[config.mk]
export PLATFORM = sky130hd
export DESIGN_NAME = smsp_port
export DESIGN_NICKNAME = d
export VERILOG_FILES = /design/src/rtl/smsp_pkg.sv /design/src/rtl/smsp_port.sv /design/src/rtl/smsp_sync.sv /design/src/rtl/smsp_edge.sv
export SDC_FILE = /design/constraint.sdc
export NUM_CORES = 1
export LEC_CHECK = 0
export BUFFER_PORTS_ARGS = -buffer_cell sky130_fd_sc_hd__buf_2
export CAP_MARGIN = 20
export CORE_ASPECT_RATIO = 1.4
export CORE_MARGIN = 5
export CORE_UTILIZATION = 35
export CTS_CLUSTER_DIAMETER = 50
export DETAILED_ROUTE_END_ITERATION = 8
export MAX_ROUTING_LAYER = met4
export PLACE_DENSITY_LB_ADDON = 0.08
export SYNTH_ARGS = -nofsm -noshare
export SYNTH_HDL_FRONTEND = slang
export SYNTH_SLANG_ARGS = --single-unit
[constraint.sdc]
create_clock -name clock -period 1.9 [get_ports clock]
set_input_delay 0.095 -clock clock [delete_from_list [all_inputs] [get_ports clock]]
set_output_delay 0.095 -clock clock [all_outputs]
set_load 0.005 [all_outputs]
[src/rtl/smsp_pkg.sv]
// Purpose: shared constants for the serial memory status port
// Assumes: 8-bit protection status register, 18-bit array address
// Notes:   op-codes kept here so the decoder and the shifter agree
package smsp_pkg;
	localparam int          BYTE_BITS       = 8;
	localparam int          ADDR_BITS       = 18;
	// status register field positions
	localparam int          STAT_GUARD_EN   = 7;
	localparam int          STAT_SPARE_HI   = 6;
	localparam int          STAT_SPARE_LO   = 4;
	localparam int          STAT_REGION_HI  = 3;
	localparam int          STAT_REGION_LO  = 2;
	localparam int          STAT_PERMIT     = 1;
	localparam int          STAT_ZERO       = 0;
	localparam logic [7:0]  STAT_RESET      = 8'h00;
	localparam logic [7:0]  STAT_WR_MASK    = 8'hFC;
	// op-codes
	localparam logic [7:0]  OP_SET_PERMIT   = 8'h06;
	localparam logic [7:0]  OP_CLR_PERMIT   = 8'h04;
	localparam logic [7:0]  OP_STAT_READ    = 8'h05;
	localparam logic [7:0]  OP_STAT_WRITE   = 8'h01;
	localparam logic [7:0]  OP_MEM_WRITE    = 8'h02;
	localparam logic [7:0]  OP_SLEEP        = 8'hB9;
	// region guard lower bounds
	localparam logic [17:0] REGION_Q_BASE   = 18'h3_0000;
	localparam logic [17:0] REGION_H_BASE   = 18'h2_0000;
	localparam logic [2:0]  BIT_CNT_RESET   = 3'h0;

	typedef enum logic [2:0] {
		SMSP_OPCODE = 3'b000,
		SMSP_STAT_RD = 3'b001,
		SMSP_STAT_WR = 3'b010,
		SMSP_MEM_WR  = 3'b011,
		SMSP_SLEEP_P = 3'b100,
		SMSP_IGNORE  = 3'b101
	} smsp_state_t;
endpackage

[src/rtl/smsp_port.sv]
// Purpose: serial slave front end and protection status register
// Assumes: pins sampled by 125 MHz clock, sck well below clock/4
// Notes:   array datapath outside; this block grants array writes
module smsp_port (
	// clock and reset
	input  wire logic        clock,
	input  wire logic        nrst,
	input  wire logic        clk_en,
	// serial pins
	input  wire logic        cs_n,
	input  wire logic        sck,
	input  wire logic        si,
	input  wire logic        pause_n,
	input  wire logic        write_guard_n,
	output logic             so,
	output logic             so_oe,
	// array side
	input  wire logic [7:0]  array_rd_data,
	input  wire logic [17:0] array_addr,
	output logic             array_wr_allow,
	output logic             asleep,
	// status view
	output logic [7:0]       status
);
	logic asleep_q;
	logic cs_s;
	logic sck_s;
	logic si_s;
	logic pause_s;
	logic wg_s;
	logic active;
	logic rise;
	logic fall;

	smsp_sync #(.W(5), .RST(5'b11011)) u_sync (
		.clock (clock),
		.nrst  (nrst),
		.en    (clk_en),
		.din   ({cs_n, sck, si, pause_n, write_guard_n}),
		.dout  ({cs_s, sck_s, si_s, pause_s, wg_s})
	);

	assign active = ~cs_s & pause_s & ~asleep_q;

	smsp_edge u_edge (
		.clock  (clock),
		.nrst   (nrst),
		.en     (clk_en),
		.sck    (sck_s),
		.active (active),
		.rise   (rise),
		.fall   (fall)
	);

	smsp_pkg::smsp_state_t state_q, state_d;
	logic [2:0] bit_q, bit_d;
	logic [7:0] shin_q, shin_d;
	logic [7:0] shout_q, shout_d;
	logic       so_q, so_d;
	logic       drive_q, drive_d;
	logic [7:0] nv_q, nv_d;
	logic       permit_q, permit_d;
	logic       asleep_d;
	logic       sleep_arm_q, sleep_arm_d;
	logic       cs_prev_q, cs_prev_d;
	logic [7:0] byte_in;
	logic       byte_done;
	logic       stat_ok;
	logic [7:0] stat_view;

	// bit 0 is tied low, bit 1 is the latch
	assign stat_view = {nv_q[7:2], permit_q, 1'b0};
	assign byte_in   = {shin_q[6:0], si_s};
	assign byte_done = rise & (bit_q == 3'd7);
	assign stat_ok   = permit_q & ~(nv_q[smsp_pkg::STAT_GUARD_EN] & ~wg_s);

	always_comb begin
		state_d     = state_q;
		bit_d       = bit_q;
		shin_d      = shin_q;
		shout_d     = shout_q;
		so_d        = so_q;
		drive_d     = drive_q;
		nv_d        = nv_q;
		permit_d    = permit_q;
		asleep_d    = asleep_q;
		sleep_arm_d = sleep_arm_q;
		cs_prev_d   = cs_s;
		if (cs_s) begin
			// deselect or abort; pause does not reach this branch
			state_d     = smsp_pkg::SMSP_OPCODE;
			bit_d       = smsp_pkg::BIT_CNT_RESET;
			drive_d     = 1'b0;
			if (sleep_arm_q && !cs_prev_q) begin
				asleep_d = 1'b1;
			end
			sleep_arm_d = 1'b0;
		end else if (asleep_q) begin
			// wake on select; the latch is lost on return
			asleep_d = 1'b0;
			permit_d = 1'b0;
		end else begin
			if (rise) begin
				shin_d = byte_in;
				bit_d  = bit_q + 3'd1;
				sleep_arm_d = 1'b0;
			end
			if (byte_done) begin
				unique case (state_q)
					smsp_pkg::SMSP_OPCODE: begin
						if (byte_in == smsp_pkg::OP_SET_PERMIT)
							permit_d = 1'b1;
						else if (byte_in == smsp_pkg::OP_CLR_PERMIT)
							permit_d = 1'b0;
						if (byte_in == smsp_pkg::OP_STAT_READ) begin
							state_d = smsp_pkg::SMSP_STAT_RD;
							shout_d = stat_view;
						end else if (byte_in == smsp_pkg::OP_STAT_WRITE)
							state_d = smsp_pkg::SMSP_STAT_WR;
						else if (byte_in == smsp_pkg::OP_MEM_WRITE)
							state_d = smsp_pkg::SMSP_MEM_WR;
						else if (byte_in == smsp_pkg::OP_SLEEP) begin
							state_d     = smsp_pkg::SMSP_SLEEP_P;
							sleep_arm_d = 1'b1;
						end else
							state_d = smsp_pkg::SMSP_IGNORE;
					end
					smsp_pkg::SMSP_STAT_RD: begin
						// repeated reads while clocks continue
						shout_d = stat_view;
					end
					smsp_pkg::SMSP_STAT_WR: begin
						if (stat_ok)
							nv_d = (byte_in & smsp_pkg::STAT_WR_MASK) |
							       (nv_q & ~smsp_pkg::STAT_WR_MASK);
						state_d = smsp_pkg::SMSP_IGNORE;
					end
					smsp_pkg::SMSP_MEM_WR: state_d = smsp_pkg::SMSP_MEM_WR;
					smsp_pkg::SMSP_SLEEP_P: state_d = smsp_pkg::SMSP_IGNORE;
					smsp_pkg::SMSP_IGNORE: state_d = smsp_pkg::SMSP_IGNORE;
					default: state_d = smsp_pkg::SMSP_IGNORE;
				endcase
			end
			if (fall && state_q == smsp_pkg::SMSP_STAT_RD) begin
				// first bit after op-code comes from the freshly loaded byte
				so_d    = shout_q[3'd7 - bit_q];
				drive_d = 1'b1;
			end
		end
		if (!pause_s)
			drive_d = 1'b0;
		if (!clk_en) begin
			state_d = state_q; bit_d = bit_q; shin_d = shin_q; shout_d = shout_q;
			so_d = so_q; drive_d = drive_q; nv_d = nv_q; permit_d = permit_q;
			asleep_d = asleep_q; sleep_arm_d = sleep_arm_q; cs_prev_d = cs_prev_q;
		end
	end

	always_ff @(posedge clock or negedge nrst) begin
		if (!nrst) begin
			state_q     <= smsp_pkg::SMSP_OPCODE;
			bit_q       <= smsp_pkg::BIT_CNT_RESET;
			shin_q      <= 8'h00;
			shout_q     <= 8'h00;
			so_q        <= 1'b0;
			drive_q     <= 1'b0;
			nv_q        <= smsp_pkg::STAT_RESET;
			permit_q    <= 1'b0;
			asleep_q    <= 1'b0;
			sleep_arm_q <= 1'b0;
			cs_prev_q   <= 1'b1;
		end else begin
			state_q     <= state_d;
			bit_q       <= bit_d;
			shin_q      <= shin_d;
			shout_q     <= shout_d;
			so_q        <= so_d;
			drive_q     <= drive_d;
			nv_q        <= nv_d;
			permit_q    <= permit_d;
			asleep_q    <= asleep_d;
			sleep_arm_q <= sleep_arm_d;
			cs_prev_q   <= cs_prev_d;
		end
	end

	// region guard decode; array write also needs the latch
	logic region_hit;
	always_comb begin
		unique case (nv_q[smsp_pkg::STAT_REGION_HI:smsp_pkg::STAT_REGION_LO])
			2'b00: region_hit = 1'b0;
			2'b01: region_hit = array_addr >= smsp_pkg::REGION_Q_BASE;
			2'b10: region_hit = array_addr >= smsp_pkg::REGION_H_BASE;
			2'b11: region_hit = 1'b1;
		endcase
	end

	assign array_wr_allow = permit_q & ~region_hit & (state_q == smsp_pkg::SMSP_MEM_WR);
	assign so     = so_q;
	assign so_oe  = drive_q & active;
	assign asleep = asleep_q;
	assign status = stat_view;
	// array read data is muxed by the array datapath; kept for port completeness
	logic unused_rd;
	assign unused_rd = ^array_rd_data;

	property p_so_off_deselect;
		@(posedge clock) disable iff (!nrst) cs_s |-> !so_oe;
	endproperty
	a_so_off_deselect: assert property (p_so_off_deselect) else $error("so driven while deselected");

	property p_so_off_pause;
		@(posedge clock) disable iff (!nrst) !pause_s |-> !so_oe;
	endproperty
	a_so_off_pause: assert property (p_so_off_pause) else $error("so driven in pause");

	property p_bit0_zero;
		@(posedge clock) disable iff (!nrst) status[0] == 1'b0;
	endproperty
	a_bit0_zero: assert property (p_bit0_zero) else $error("status bit 0 not zero");

	property p_permit_only_set_cmd;
		@(posedge clock) disable iff (!nrst) $rose(permit_q) |-> $past(byte_done) && $past(byte_in) == smsp_pkg::OP_SET_PERMIT && $past(state_q) == smsp_pkg::SMSP_OPCODE;
	endproperty
	a_permit_only_set_cmd: assert property (p_permit_only_set_cmd) else $error("latch set without set command");

	property p_permit_clear_cmd;
		@(posedge clock) disable iff (!nrst) (clk_en && !cs_s && !asleep_q && byte_done && state_q == smsp_pkg::SMSP_OPCODE && byte_in == smsp_pkg::OP_CLR_PERMIT) |=> !permit_q;
	endproperty
	a_permit_clear_cmd: assert property (p_permit_clear_cmd) else $error("clear command ignored");

	property p_guarded_status;
		@(posedge clock) disable iff (!nrst) (!stat_ok) |=> $stable(nv_q);
	endproperty
	a_guarded_status: assert property (p_guarded_status) else $error("status written while guarded");

	property p_stat_write_keeps_permit;
		@(posedge clock) disable iff (!nrst) (permit_q && state_q == smsp_pkg::SMSP_STAT_WR && byte_done && !cs_s) |=> permit_q;
	endproperty
	a_stat_write_keeps_permit: assert property (p_stat_write_keeps_permit) else $error("latch lost after write");

	property p_so_on_fall;
		@(posedge clock) disable iff (!nrst) $changed(so_q) |-> $past(fall);
	endproperty
	a_so_on_fall: assert property (p_so_on_fall) else $error("so moved off a falling edge");

	property p_full_region;
		@(posedge clock) disable iff (!nrst) nv_q[3:2] == 2'b11 |-> !array_wr_allow;
	endproperty
	a_full_region: assert property (p_full_region) else $error("write allowed in full guard");

	property p_no_region_open;
		@(posedge clock) disable iff (!nrst)
			(nv_q[3:2] == 2'b00 && permit_q && state_q == smsp_pkg::SMSP_MEM_WR) |-> array_wr_allow;
	endproperty
	a_no_region_open: assert property (p_no_region_open) else $error("open region refused");

	property p_sleep_quiet;
		@(posedge clock) disable iff (!nrst) asleep_q |-> !so_oe;
	endproperty
	a_sleep_quiet: assert property (p_sleep_quiet) else $error("so driven while asleep");

	// pause must not advance the bit count, else resume shifts misaligned
	property p_pause_keeps_count;
		@(posedge clock) disable iff (!nrst) (!pause_s && !cs_s) |=> $stable(bit_q);
	endproperty
	a_pause_keeps_count: assert property (p_pause_keeps_count) else $error("count moved in pause");

	property p_deselect_clears_count;
		@(posedge clock) disable iff (!nrst) (clk_en && cs_s) |=> bit_q == 3'd0;
	endproperty
	a_deselect_clears_count: assert property (p_deselect_clears_count) else $error("count kept");

	property p_stat_write_skips_latch;
		@(posedge clock) disable iff (!nrst)
			(state_q == smsp_pkg::SMSP_STAT_WR && byte_done) |=> permit_q == $past(permit_q);
	endproperty
	a_stat_write_skips_latch: assert property (p_stat_write_skips_latch) else $error("latch written");

	property p_no_edge_idle;
		@(posedge clock) disable iff (!nrst) !active |-> !rise && !fall;
	endproperty
	a_no_edge_idle: assert property (p_no_edge_idle) else $error("edge seen while idle");
endmodule

[src/rtl/smsp_sync.sv]
// Purpose: two-stage synchroniser for asynchronous pins
// Assumes: inputs arrive from outside the clock domain
// Notes:   first stage read only by the second
module smsp_sync #(
	parameter int        W   = 1,
	parameter logic [W-1:0] RST = '0
) (
	// clock and reset
	input  wire logic         clock,
	input  wire logic         nrst,
	input  wire logic         en,
	// data
	input  wire logic [W-1:0] din,
	output logic      [W-1:0] dout
);
	logic [W-1:0] meta_q;
	logic [W-1:0] meta_d;
	logic [W-1:0] sync_q;
	logic [W-1:0] sync_d;

	always_comb begin
		meta_d = en ? din : meta_q;
		sync_d = en ? meta_q : sync_q;
	end

	always_ff @(posedge clock or negedge nrst) begin
		if (!nrst) begin
			meta_q <= RST;
			sync_q <= RST;
		end else begin
			meta_q <= meta_d;
			sync_q <= sync_d;
		end
	end

	assign dout = sync_q;
endmodule

[src/rtl/smsp_edge.sv]
// Purpose: serial clock edge finder gated by select and pause
// Assumes: sck already synchronised
// Notes:   edges during pause or deselect are swallowed
module smsp_edge (
	// clock and reset
	input  wire logic clock,
	input  wire logic nrst,
	input  wire logic en,
	// link levels
	input  wire logic sck,
	input  wire logic active,
	// edges
	output logic      rise,
	output logic      fall
);
	logic prev_q;
	logic prev_d;

	always_comb begin
		prev_d = en ? sck : prev_q;
	end

	always_ff @(posedge clock or negedge nrst) begin
		if (!nrst)
			prev_q <= 1'b0;
		else
			prev_q <= prev_d;
	end

	// tracking continues in pause so resume at same level gives no false edge
	assign rise = en & active & sck & ~prev_q;
	assign fall = en & active & ~sck & prev_q;
endmodule

==> flow_summary.ini, run 1 <==
[yosys]
synth_edf_count = 0
synth_area_um2 = 1980
yosysSeqAreaShare_pct = 54.9
syn_area_per_cell_um2 = 12.6
yosys_warnings = 0
ys_types = 41
ys_ff_latch = 43
ys_dominant_reg_cell = dfrtp_1
syn_nets = 193
async_flop_share_pct = 100
synthCells = 157

[critical_path]
path_class = reg2reg
cp_data_required_time_ps = 2090
critical-path-slowest-cell = dfstp_2
worst_ep_arrival_time_ps = 1990
crit_buf_inv = 1
rr_worst_depth = 5
path_delay_family = simple AND/OR/NAND/NOR gates
cp.depth = 5
end_kind = register
max_stage_delay_ps = 550
path_max_fanout = 7
cp-start-kind = register
crit_chain = and4bb_2 > nand3_2 > nor4_4 > buf_6 > mux2_2

[floorplan]
io_pins = 46
start_util_pct = 35.8
rows = 32
core_area_um2 = 5530
die_y_um = 99.0
die_x_um = 73.6
die-area_um2 = 7280

[sta]
setup-violations-final = 0
fmax_mhz = 556
relSlewSlack_pct = 63.8
rsz0062_at_grt = false
drv_slew = 0
period_needed_ps = 1800
period_share_pct = 94.7
worstMarginPinSlew_ps = 543
fin_tns_setup_ps = 0
finalHoldViolations = 0
final.setup_skew_ps = 13.0

[route]
drc = 0
via_per_inst = 5.11
final_antenna_net_count = 0
routed_wl_um = 4120
via_count = 1355
drtIter0Drc = 79
drt_first_pass_iters = 4
wl_per_cell_um = 15.6

[placed_design]
portBuffers = 20
gp_congestion = 0.871
dp_cells = 256
hpwl_um = 3050

[grt]
gr-total-overflow = 0
grt_max_degree = 44
grt_pass1_wl_um = 7250
grt_usage_pct = 13.0
grt_pass1_vias = 1478
antenna_found_initial = 0

[clock_tree]
cts.sinks = 43
clk_latency_ps = 300
postCtsSetupBuffers = 0
cts_tree = done
cts_buffer_depth = 2
htreeDepth = 2
cts_inserted_buffers = 5
clk_pin_slew_ps = 90
clock_tree.root_cell = clkbuf_8

[layout]
fin_nets = 232
layout-drive-gt1-share_pct = 45.7
antenna_cells = 0
stdcell_count = 265
layout_common_cells = dfrtp_1, mux2_2, buf_2
area.growth.synth_to_final_pct = 20.9
layout_commonest_cell = dfrtp_1
final.fill_count = 542

[power]
power_per_cell_area_nw_per_um2 = 935
p_leak_nw = 1.14
peakVddDrop_mv = 0.475

[status]
outcome = complete, no violations

[worst_hold_path]
holdPathStages = 2
hp-class = in2reg

[run]
drv_cap = 0
[synthesized netlist by cell type (2+ instances only)]
library cell,instances,area (um^2)
buf_4,2,15.0
nand3_1,7,35.0
dfrtp_1,34,851
ha_1,2,25.0
dfstp_2,9,236
o21ai_0,8,40.0
mux2_2,30,338
nand2b_1,4,25.0
nor2_1,2,7.51
a211oi_1,2,15.0
nor3_1,2,10.0
nor3b_1,2,15.0
a31oi_1,3,18.8
clkbuf_1,2,7.51
mux2i_1,4,40.0
or4_1,2,15.0
a21oi_1,4,20.0
nand2_1,12,45.0
inv_1,4,15.0
[through the flow]
step / instance area (um^2) / hold WS, ps / setup WS [ps] / util (%) / power (mW)
floorplan: 1980 / -201 / 102 / - / 1.36
global placement: 2260 / 195 / 83.4 / 40.9 / 1.51
detailed placement: 2260 / 203 / 71.5 / 40.9 / 1.52
CTS: 2390 / 23.9 / 61.2 / 43.2 / 2.27
global route: 2390 / 30.7 / 6.55 / 43.3 / 2.37
finish: 2390 / 32.0 / 101 / 43.3 / 2.24
[logic make-up after synthesis]
kind of cell | count (synthesis) | synth area share (%)
buffers and inverters | 9 | 2.15
flip-flops | 43 | 54.9
adder cells (fa/ha/maj) | 2 | 1.26
AND/OR/NAND/NOR | 45 | 14.5
multiplexers | 35 | 20.2
other | 1 | 0.189
AO/OA/AOI/OAI | 22 | 6.76
[flip-flops by register name, summed over array words and instances (netlist names)]
name / cells
cs_prev_q: 1
so: 1
state_q: 3
permit_q: 1
u_sync.dout: 5
shout_q: 7
u_sync.meta_q: 5
sleep_arm_q: 1
drive_q: 1
bit_q: 3
shin_q: 7
nv_q: 6
asleep: 1
u_edge.prev_q: 1
[worst paths after layout]
check / startpoint / endpoint / slack (ps)
worst max register to register: u_sync.dout[1] / shout_q[4] / 100
worst min-delay path: cs_n / u_sync.meta_q[4] / 30
worst min register to register: so / so / 490
max in group asynchronous: nrst / u_sync.dout[0] / 1110
min in group asynchronous: nrst / shin_q[3] / 390
worst max-delay path: u_sync.dout[1] / shout_q[4] / 100
[routing by layer]
metal	wire length, um	vias up	share of wire (%)	track usage (%)
met2	2000	26	48	20.2
met4	76	0	1.8	4.46
li1	-	659	-	-
met1	1870	662	45	16.8
met5	0	-	0	-
met3	182	8	4.4	2.55
[worst register-to-register path: cells and delay by family, from the launching register on]
kind | cells | cell delay (ps)
AND/OR/NAND/NOR | 3 | 650
flip-flops | 1 | 550
multiplexers | 1 | 340
buffers and inverters | 1 | 160
[area by class of cell]
cell class | count | area [um^2] | area share (%)
clock inverter | 2 | 35.0 | 1.46
clock buffer | 6 | 82.6 | 3.45
timing repair buffer | 37 | 234 | 9.77
sequential | 43 | 1090 | 45.4
tap | 68 | 85.1 | 3.55
multi-input combinational | 105 | 856 | 35.7
inverter | 4 | 15.0 | 0.627
[repair_timing]
action,CTS,global route
setup endpoints to repair,0,3
hold buffers,1,0
hold endpoints to repair,34,0
gates resized for setup,0,2
[where the power goes]
group	switching, mW	total [mW]	internal, mW
Clock	0.313	0.738	0.426
Combinational	0.196	0.408	0.212
Sequential	0.0801	1.09	1.01
Total	0.589	2.24	1.65
Note: power is estimated with default switching activity, not from simulation.
==> run 2: changes to the inputs <==
--- a/config.mk
+++ b/config.mk
@@ -7,8 +7,7 @@
 export LEC_CHECK = 0
 export BUFFER_PORTS_ARGS = -buffer_cell sky130_fd_sc_hd__buf_2
 export CAP_MARGIN = 20
-export CORE_ASPECT_RATIO = 1.4
-export CORE_MARGIN = 5
+export CORE_ASPECT_RATIO = 0.6
 export CORE_UTILIZATION = 35
 export CTS_CLUSTER_DIAMETER = 50
 export DETAILED_ROUTE_END_ITERATION = 8
==> flow_summary.ini, run 2 (synthesized netlist as in run 1, its figures left out) <==
[status]
outcome = complete, no violations

[placed_design]
portBuffers = 20
gp_congestion = 0.818
place_area_um2 = 2230
dp_cells = 250
place_ws_ps = 40.9
hpwl_um = 2960

[layout]
fin_nets = 228
area.growth.synth_to_final_pct = 17.4
stdcell_count = 259
antenna_cells = 0
top_regs = shin_q x7, shout_q x7, nv_q x6
layout-drive-gt1-share_pct = 43.5
stdcell_area_um2 = 2330
layout_commonest_cell = dfrtp_1
layout_common_cells = dfrtp_1, mux2_2, buf_2
final.fill_count = 492

[sta]
setup_slack_ps = 74.7
drv_slew = 0
finalHoldViolations = 0
period_needed_ps = 1830
relSlewSlack_pct = 63.5
fmax_mhz = 548
setup-violations-final = 0
final.setup_skew_ps = 7.08
worstMarginPinSlew_ps = 547
rsz0062_at_grt = false
fin_tns_setup_ps = 0
period_share_pct = 96.1

[power]
internal_power_mw = 1.47
pwr-share-comb_pct = 19.2
switching_share_pct = 27.7
peakVddDrop_mv = 0.344
pwr-share-seq_pct = 53.6
p_leak_nw = 1.09
p_switching_mw = 0.565
power_per_cell_area_nw_per_um2 = 877
p_clk_share_pct = 27.1

[grt]
grt_usage_pct = 15.6
antenna_found_initial = 0
grt_pass1_wl_um = 6710
grt_pass1_vias = 1328
gr-total-overflow = 0
grt_max_degree = 44

[critical_path]
path_max_fanout = 7
end_kind = register
path_class = reg2reg
ff2ff_setup_slack_ps = 70
r2r_end = shout_q[1]
worst_ep_arrival_time_ps = 2000
rr_worst_depth = 5
r2r_start = u_sync.dout[1]
cp-start-kind = register
cp_data_required_time_ps = 2080

[floorplan]
core_area_um2 = 5260
die-area_um2 = 5970
rows = 20
die_y_um = 60.3
die_x_um = 99.1
start_util_pct = 37.7
io_pins = 46

[clock_tree]
clk_latency_ps = 290
cts_inserted_buffers = 5
cts.sinks = 43
htreeDepth = 2
cts_tree = done
clk_pin_slew_ps = 80
cts_buffer_depth = 2
clock_tree.root_cell = clkbuf_8
postCtsSetupBuffers = 0

[route]
drc = 0
wl_per_cell_um = 15.5
routed_wl_um = 4020
drtIter0Drc = 73
drt_first_pass_iters = 4
via_per_inst = 5.15
via_count = 1335
final_antenna_net_count = 0

[worst_hold_path]
worst_hold_startpoint = pause_n
hp-class = in2reg
holdPathStages = 2
worst_hold_path.endpoint = u_sync.meta_q[1]

[run]
drv_cap = 0
run 2: cell types whose count changed in the layout (fill, tap and decap cells not counted):
cell,change
buf_4,-3
clkbuf_1,+2
and4bb_2,-1
and4bb_4,+1
buf_6,-1
bufinv_16,-1
clkbuf_8,-1
run 2: cell type report:
class	instances	area [um^2]	area share [%]
multi-input combinational	105	860	37.0
sequential	43	1090	46.7
clock inverter	1	5.00	0.215
clock buffer	7	76.3	3.28
timing repair buffer	33	200	8.61
tap	66	82.6	3.55
inverter	4	15.0	0.646
run 2: what timing repair did:
item                                   4_1_cts  5_1_grt
gates resized for setup                      0        2
setup endpoints to repair                    0       15
hold buffers                                 1        0
endpoints found under the hold margin       34        0
run 2: worst max-delay path by stage:
stage / startpoint / end / slack, ps / cells past startpoint
floorplan: u_sync.dout[1] / shout_q[1] / 100 / 4
global placement: u_sync.dout[1] / shout_q[1] / 80 / 5
detailed placement: u_sync.dout[1] / shout_q[1] / 40 / 5
CTS: u_sync.dout[1] / shout_q[1] / 30 / 5
global route: shin_q[4] / shout_q[5] / 0.9 / 5
finish: u_sync.dout[1] / shout_q[1] / 70 / 5
run 2: power by group through the flow:
stage	clock network [mW]	registers, mW	logic [mW]
finish	0.553	1.09	0.392
floorplan	0	1.10	0.256
CTS	0.574	1.09	0.396
detailed placement	0	1.11	0.393
global route	0.619	1.11	0.438
global placement	0	1.11	0.391
run 2: metal layers:
metal | GRT usage, % | up-vias | wire length [um]
li1 | - | 652 | -
met1 | 21.7 | 661 | 2060
met2 | 22.6 | 18 | 1730
met3 | 4.33 | 4 | 203
met4 | 3.78 | 0 | 28
met5 | - | - | 0
run 2: stage by stage:
stage          power, mW  utilization, %  hold WS, ps
2_1_floorplan       1.36               -         -201
3_3_place_gp        1.50            42.4          191
3_5_place_dp        1.51            42.4          209
4_1_cts             2.06            44.1         29.0
5_1_grt             2.17            44.3         28.3
6_report            2.04            44.3         34.2
run 2: worst max-delay path: stages (launching register included):
cell and delay, ps:
dfstp_2 550, and4bb_4 290, nand3_2 110, nor4_4 210, buf_4 190, mux2_2 350
==> run 3: changes to the inputs <==
--- a/config.mk
+++ b/config.mk
@@ -11,6 +11,7 @@
 export CORE_UTILIZATION = 35
 export CTS_CLUSTER_DIAMETER = 50
 export DETAILED_ROUTE_END_ITERATION = 8
+export HOLD_SLACK_MARGIN = 0.05
 export MAX_ROUTING_LAYER = met4
 export PLACE_DENSITY_LB_ADDON = 0.08
 export SYNTH_ARGS = -nofsm -noshare
==> constraint.sdc (replaced) <==
create_clock -name clock -period 2.3 [get_ports clock]
set_input_delay 0.115 -clock clock [delete_from_list [all_inputs] [get_ports clock]]
set_output_delay 0.115 -clock clock [all_outputs]
set_load 0.005 [all_outputs]
==> flow_summary.ini, run 3 (synthesized netlist as in run 1, its figures left out) <==
[sta]
relSlewSlack_pct = 36.0
period_needed_ps = 2050
rsz0062_at_grt = false
setup-violations-final = 0
period_share_pct = 89.0
drv_slew = 0
final.setup_skew_ps = 9.01
worstMarginPinSlew_ps = 960
fmax_mhz = 488
finalHoldViolations = 0
fin_tns_setup_ps = 0

[clock_tree]
ctsHoldBuffers = 1
clk_latency_ps = 290
cts_buffer_depth = 2
clock_tree.root_cell = clkbuf_8
clk_pin_slew_ps = 80
cts_inserted_buffers = 5
cts.sinks = 43
postCtsSetupBuffers = 0
htreeDepth = 2
post_cts_resized = 0
cts_tree = done

[placed_design]
dp_cells = 240
hpwl_um = 2960
gp_congestion = 0.797
place_area_um2 = 2150
portBuffers = 20

[layout]
stdcell_area_um2 = 2240
stdcell_count = 249
fin_nets = 218
layout-drive-gt1-share_pct = 39.3
top_regs = shin_q x7, shout_q x7, nv_q x6
area.growth.synth_to_final_pct = 13.1
antenna_cells = 0
layout_commonest_cell = dfrtp_1
layout_common_cells = dfrtp_1, mux2_2, buf_2

[critical_path]
max_stage_delay_ps = 540
end_kind = register
path_class = reg2reg
cp_data_required_time_ps = 2480
cp-start-kind = register
critical-path-slowest-cell = dfstp_2
path_delay_family = simple AND/OR/NAND/NOR gates
crit_chain = and4bb_2 > nand3_2 > nor4_4 > mux2_2
path_max_fanout = 7
crit_buf_inv = 0
worst_ep_arrival_time_ps = 2230

[power]
power_per_cell_area_nw_per_um2 = 737
peakVddDrop_mv = 0.370
total_power_mw = 1.65
p_leak_nw = 1.04

[route]
drc = 0
via_count = 1300
met1_length_um = 2150
final_antenna_net_count = 0
drtIter0Drc = 61
wl_per_cell_um = 16.4
maxUsedRoutingLayer = met4
wl_met2_um = 1720
drt_first_pass_iters = 4
routed_wl_um = 4070
via_per_inst = 5.22
route.met3.wl_um = 165

[worst_hold_path]
hp-class = in2reg

[grt]
antenna_found_initial = 0
grt_pass1_vias = 1331
grt_max_degree = 44
grt_pass1_wl_um = 6820
grt_usage_pct = 16.1
gr-total-overflow = 0

[floorplan]
io_pins = 46
die_x_um = 99.1
start_util_pct = 37.7
die-area_um2 = 5970
die_y_um = 60.3
rows = 20
core_area_um2 = 5260

[run]
drv_cap = 0

[status]
outcome = complete, no violations
[run 3: per-layer routing]
layer  GRT usage (%)  up-vias
met4            5.67        0
met5               -        -
met2            22.3       21
met1            22.6      650
li1                -      625
met3            4.44        4
[run 3: final timing paths]
path / endpoint / slack, ps / start / cells past startpoint
setup / recovery: shout_q[6] / 250 / u_sync.dout[1] / 4
hold / removal: u_sync.meta_q[1] / 60 / pause_n / 2
setup reg to reg: shout_q[6] / 250 / u_sync.dout[1] / 4
hold reg to reg: so / 490 / so / 2
max in group asynchronous: nv_q[4] / 1180 / nrst / 2
min in group asynchronous: asleep / 510 / nrst / 2
[run 3: where the power goes]
group / internal, mW / leakage (nW) / switching (mW)
Sequential: 0.836 / 0.553 / 0.0900
Combinational: 0.135 / 0.447 / 0.136
Clock: 0.216 / 0.0395 / 0.238
Total: 1.19 / 1.04 / 0.464
[run 3: cell type report]
cell class / instances / area, um^2
inverter: 4 / 15.0
timing repair buffer: 23 / 125
fill: 511 / 3010
clock buffer: 8 / 80.1
sequential: 43 / 1090
tap: 66 / 82.6
multi-input combinational: 105 / 851
[run 3: through the flow]
| stage | setup WS (ps) | hold WS [ps] | util (%) |
|---|---|---|---|
| global route | 128 | 50.7 | 42.6 |
| floorplan | 502 | -181 | - |
| finish | 252 | 58.1 | 42.6 |
| CTS | 245 | 53.5 | 42.6 |
| detailed placement | 257 | 322 | 40.9 |
| global placement | 303 | 301 | 40.9 |
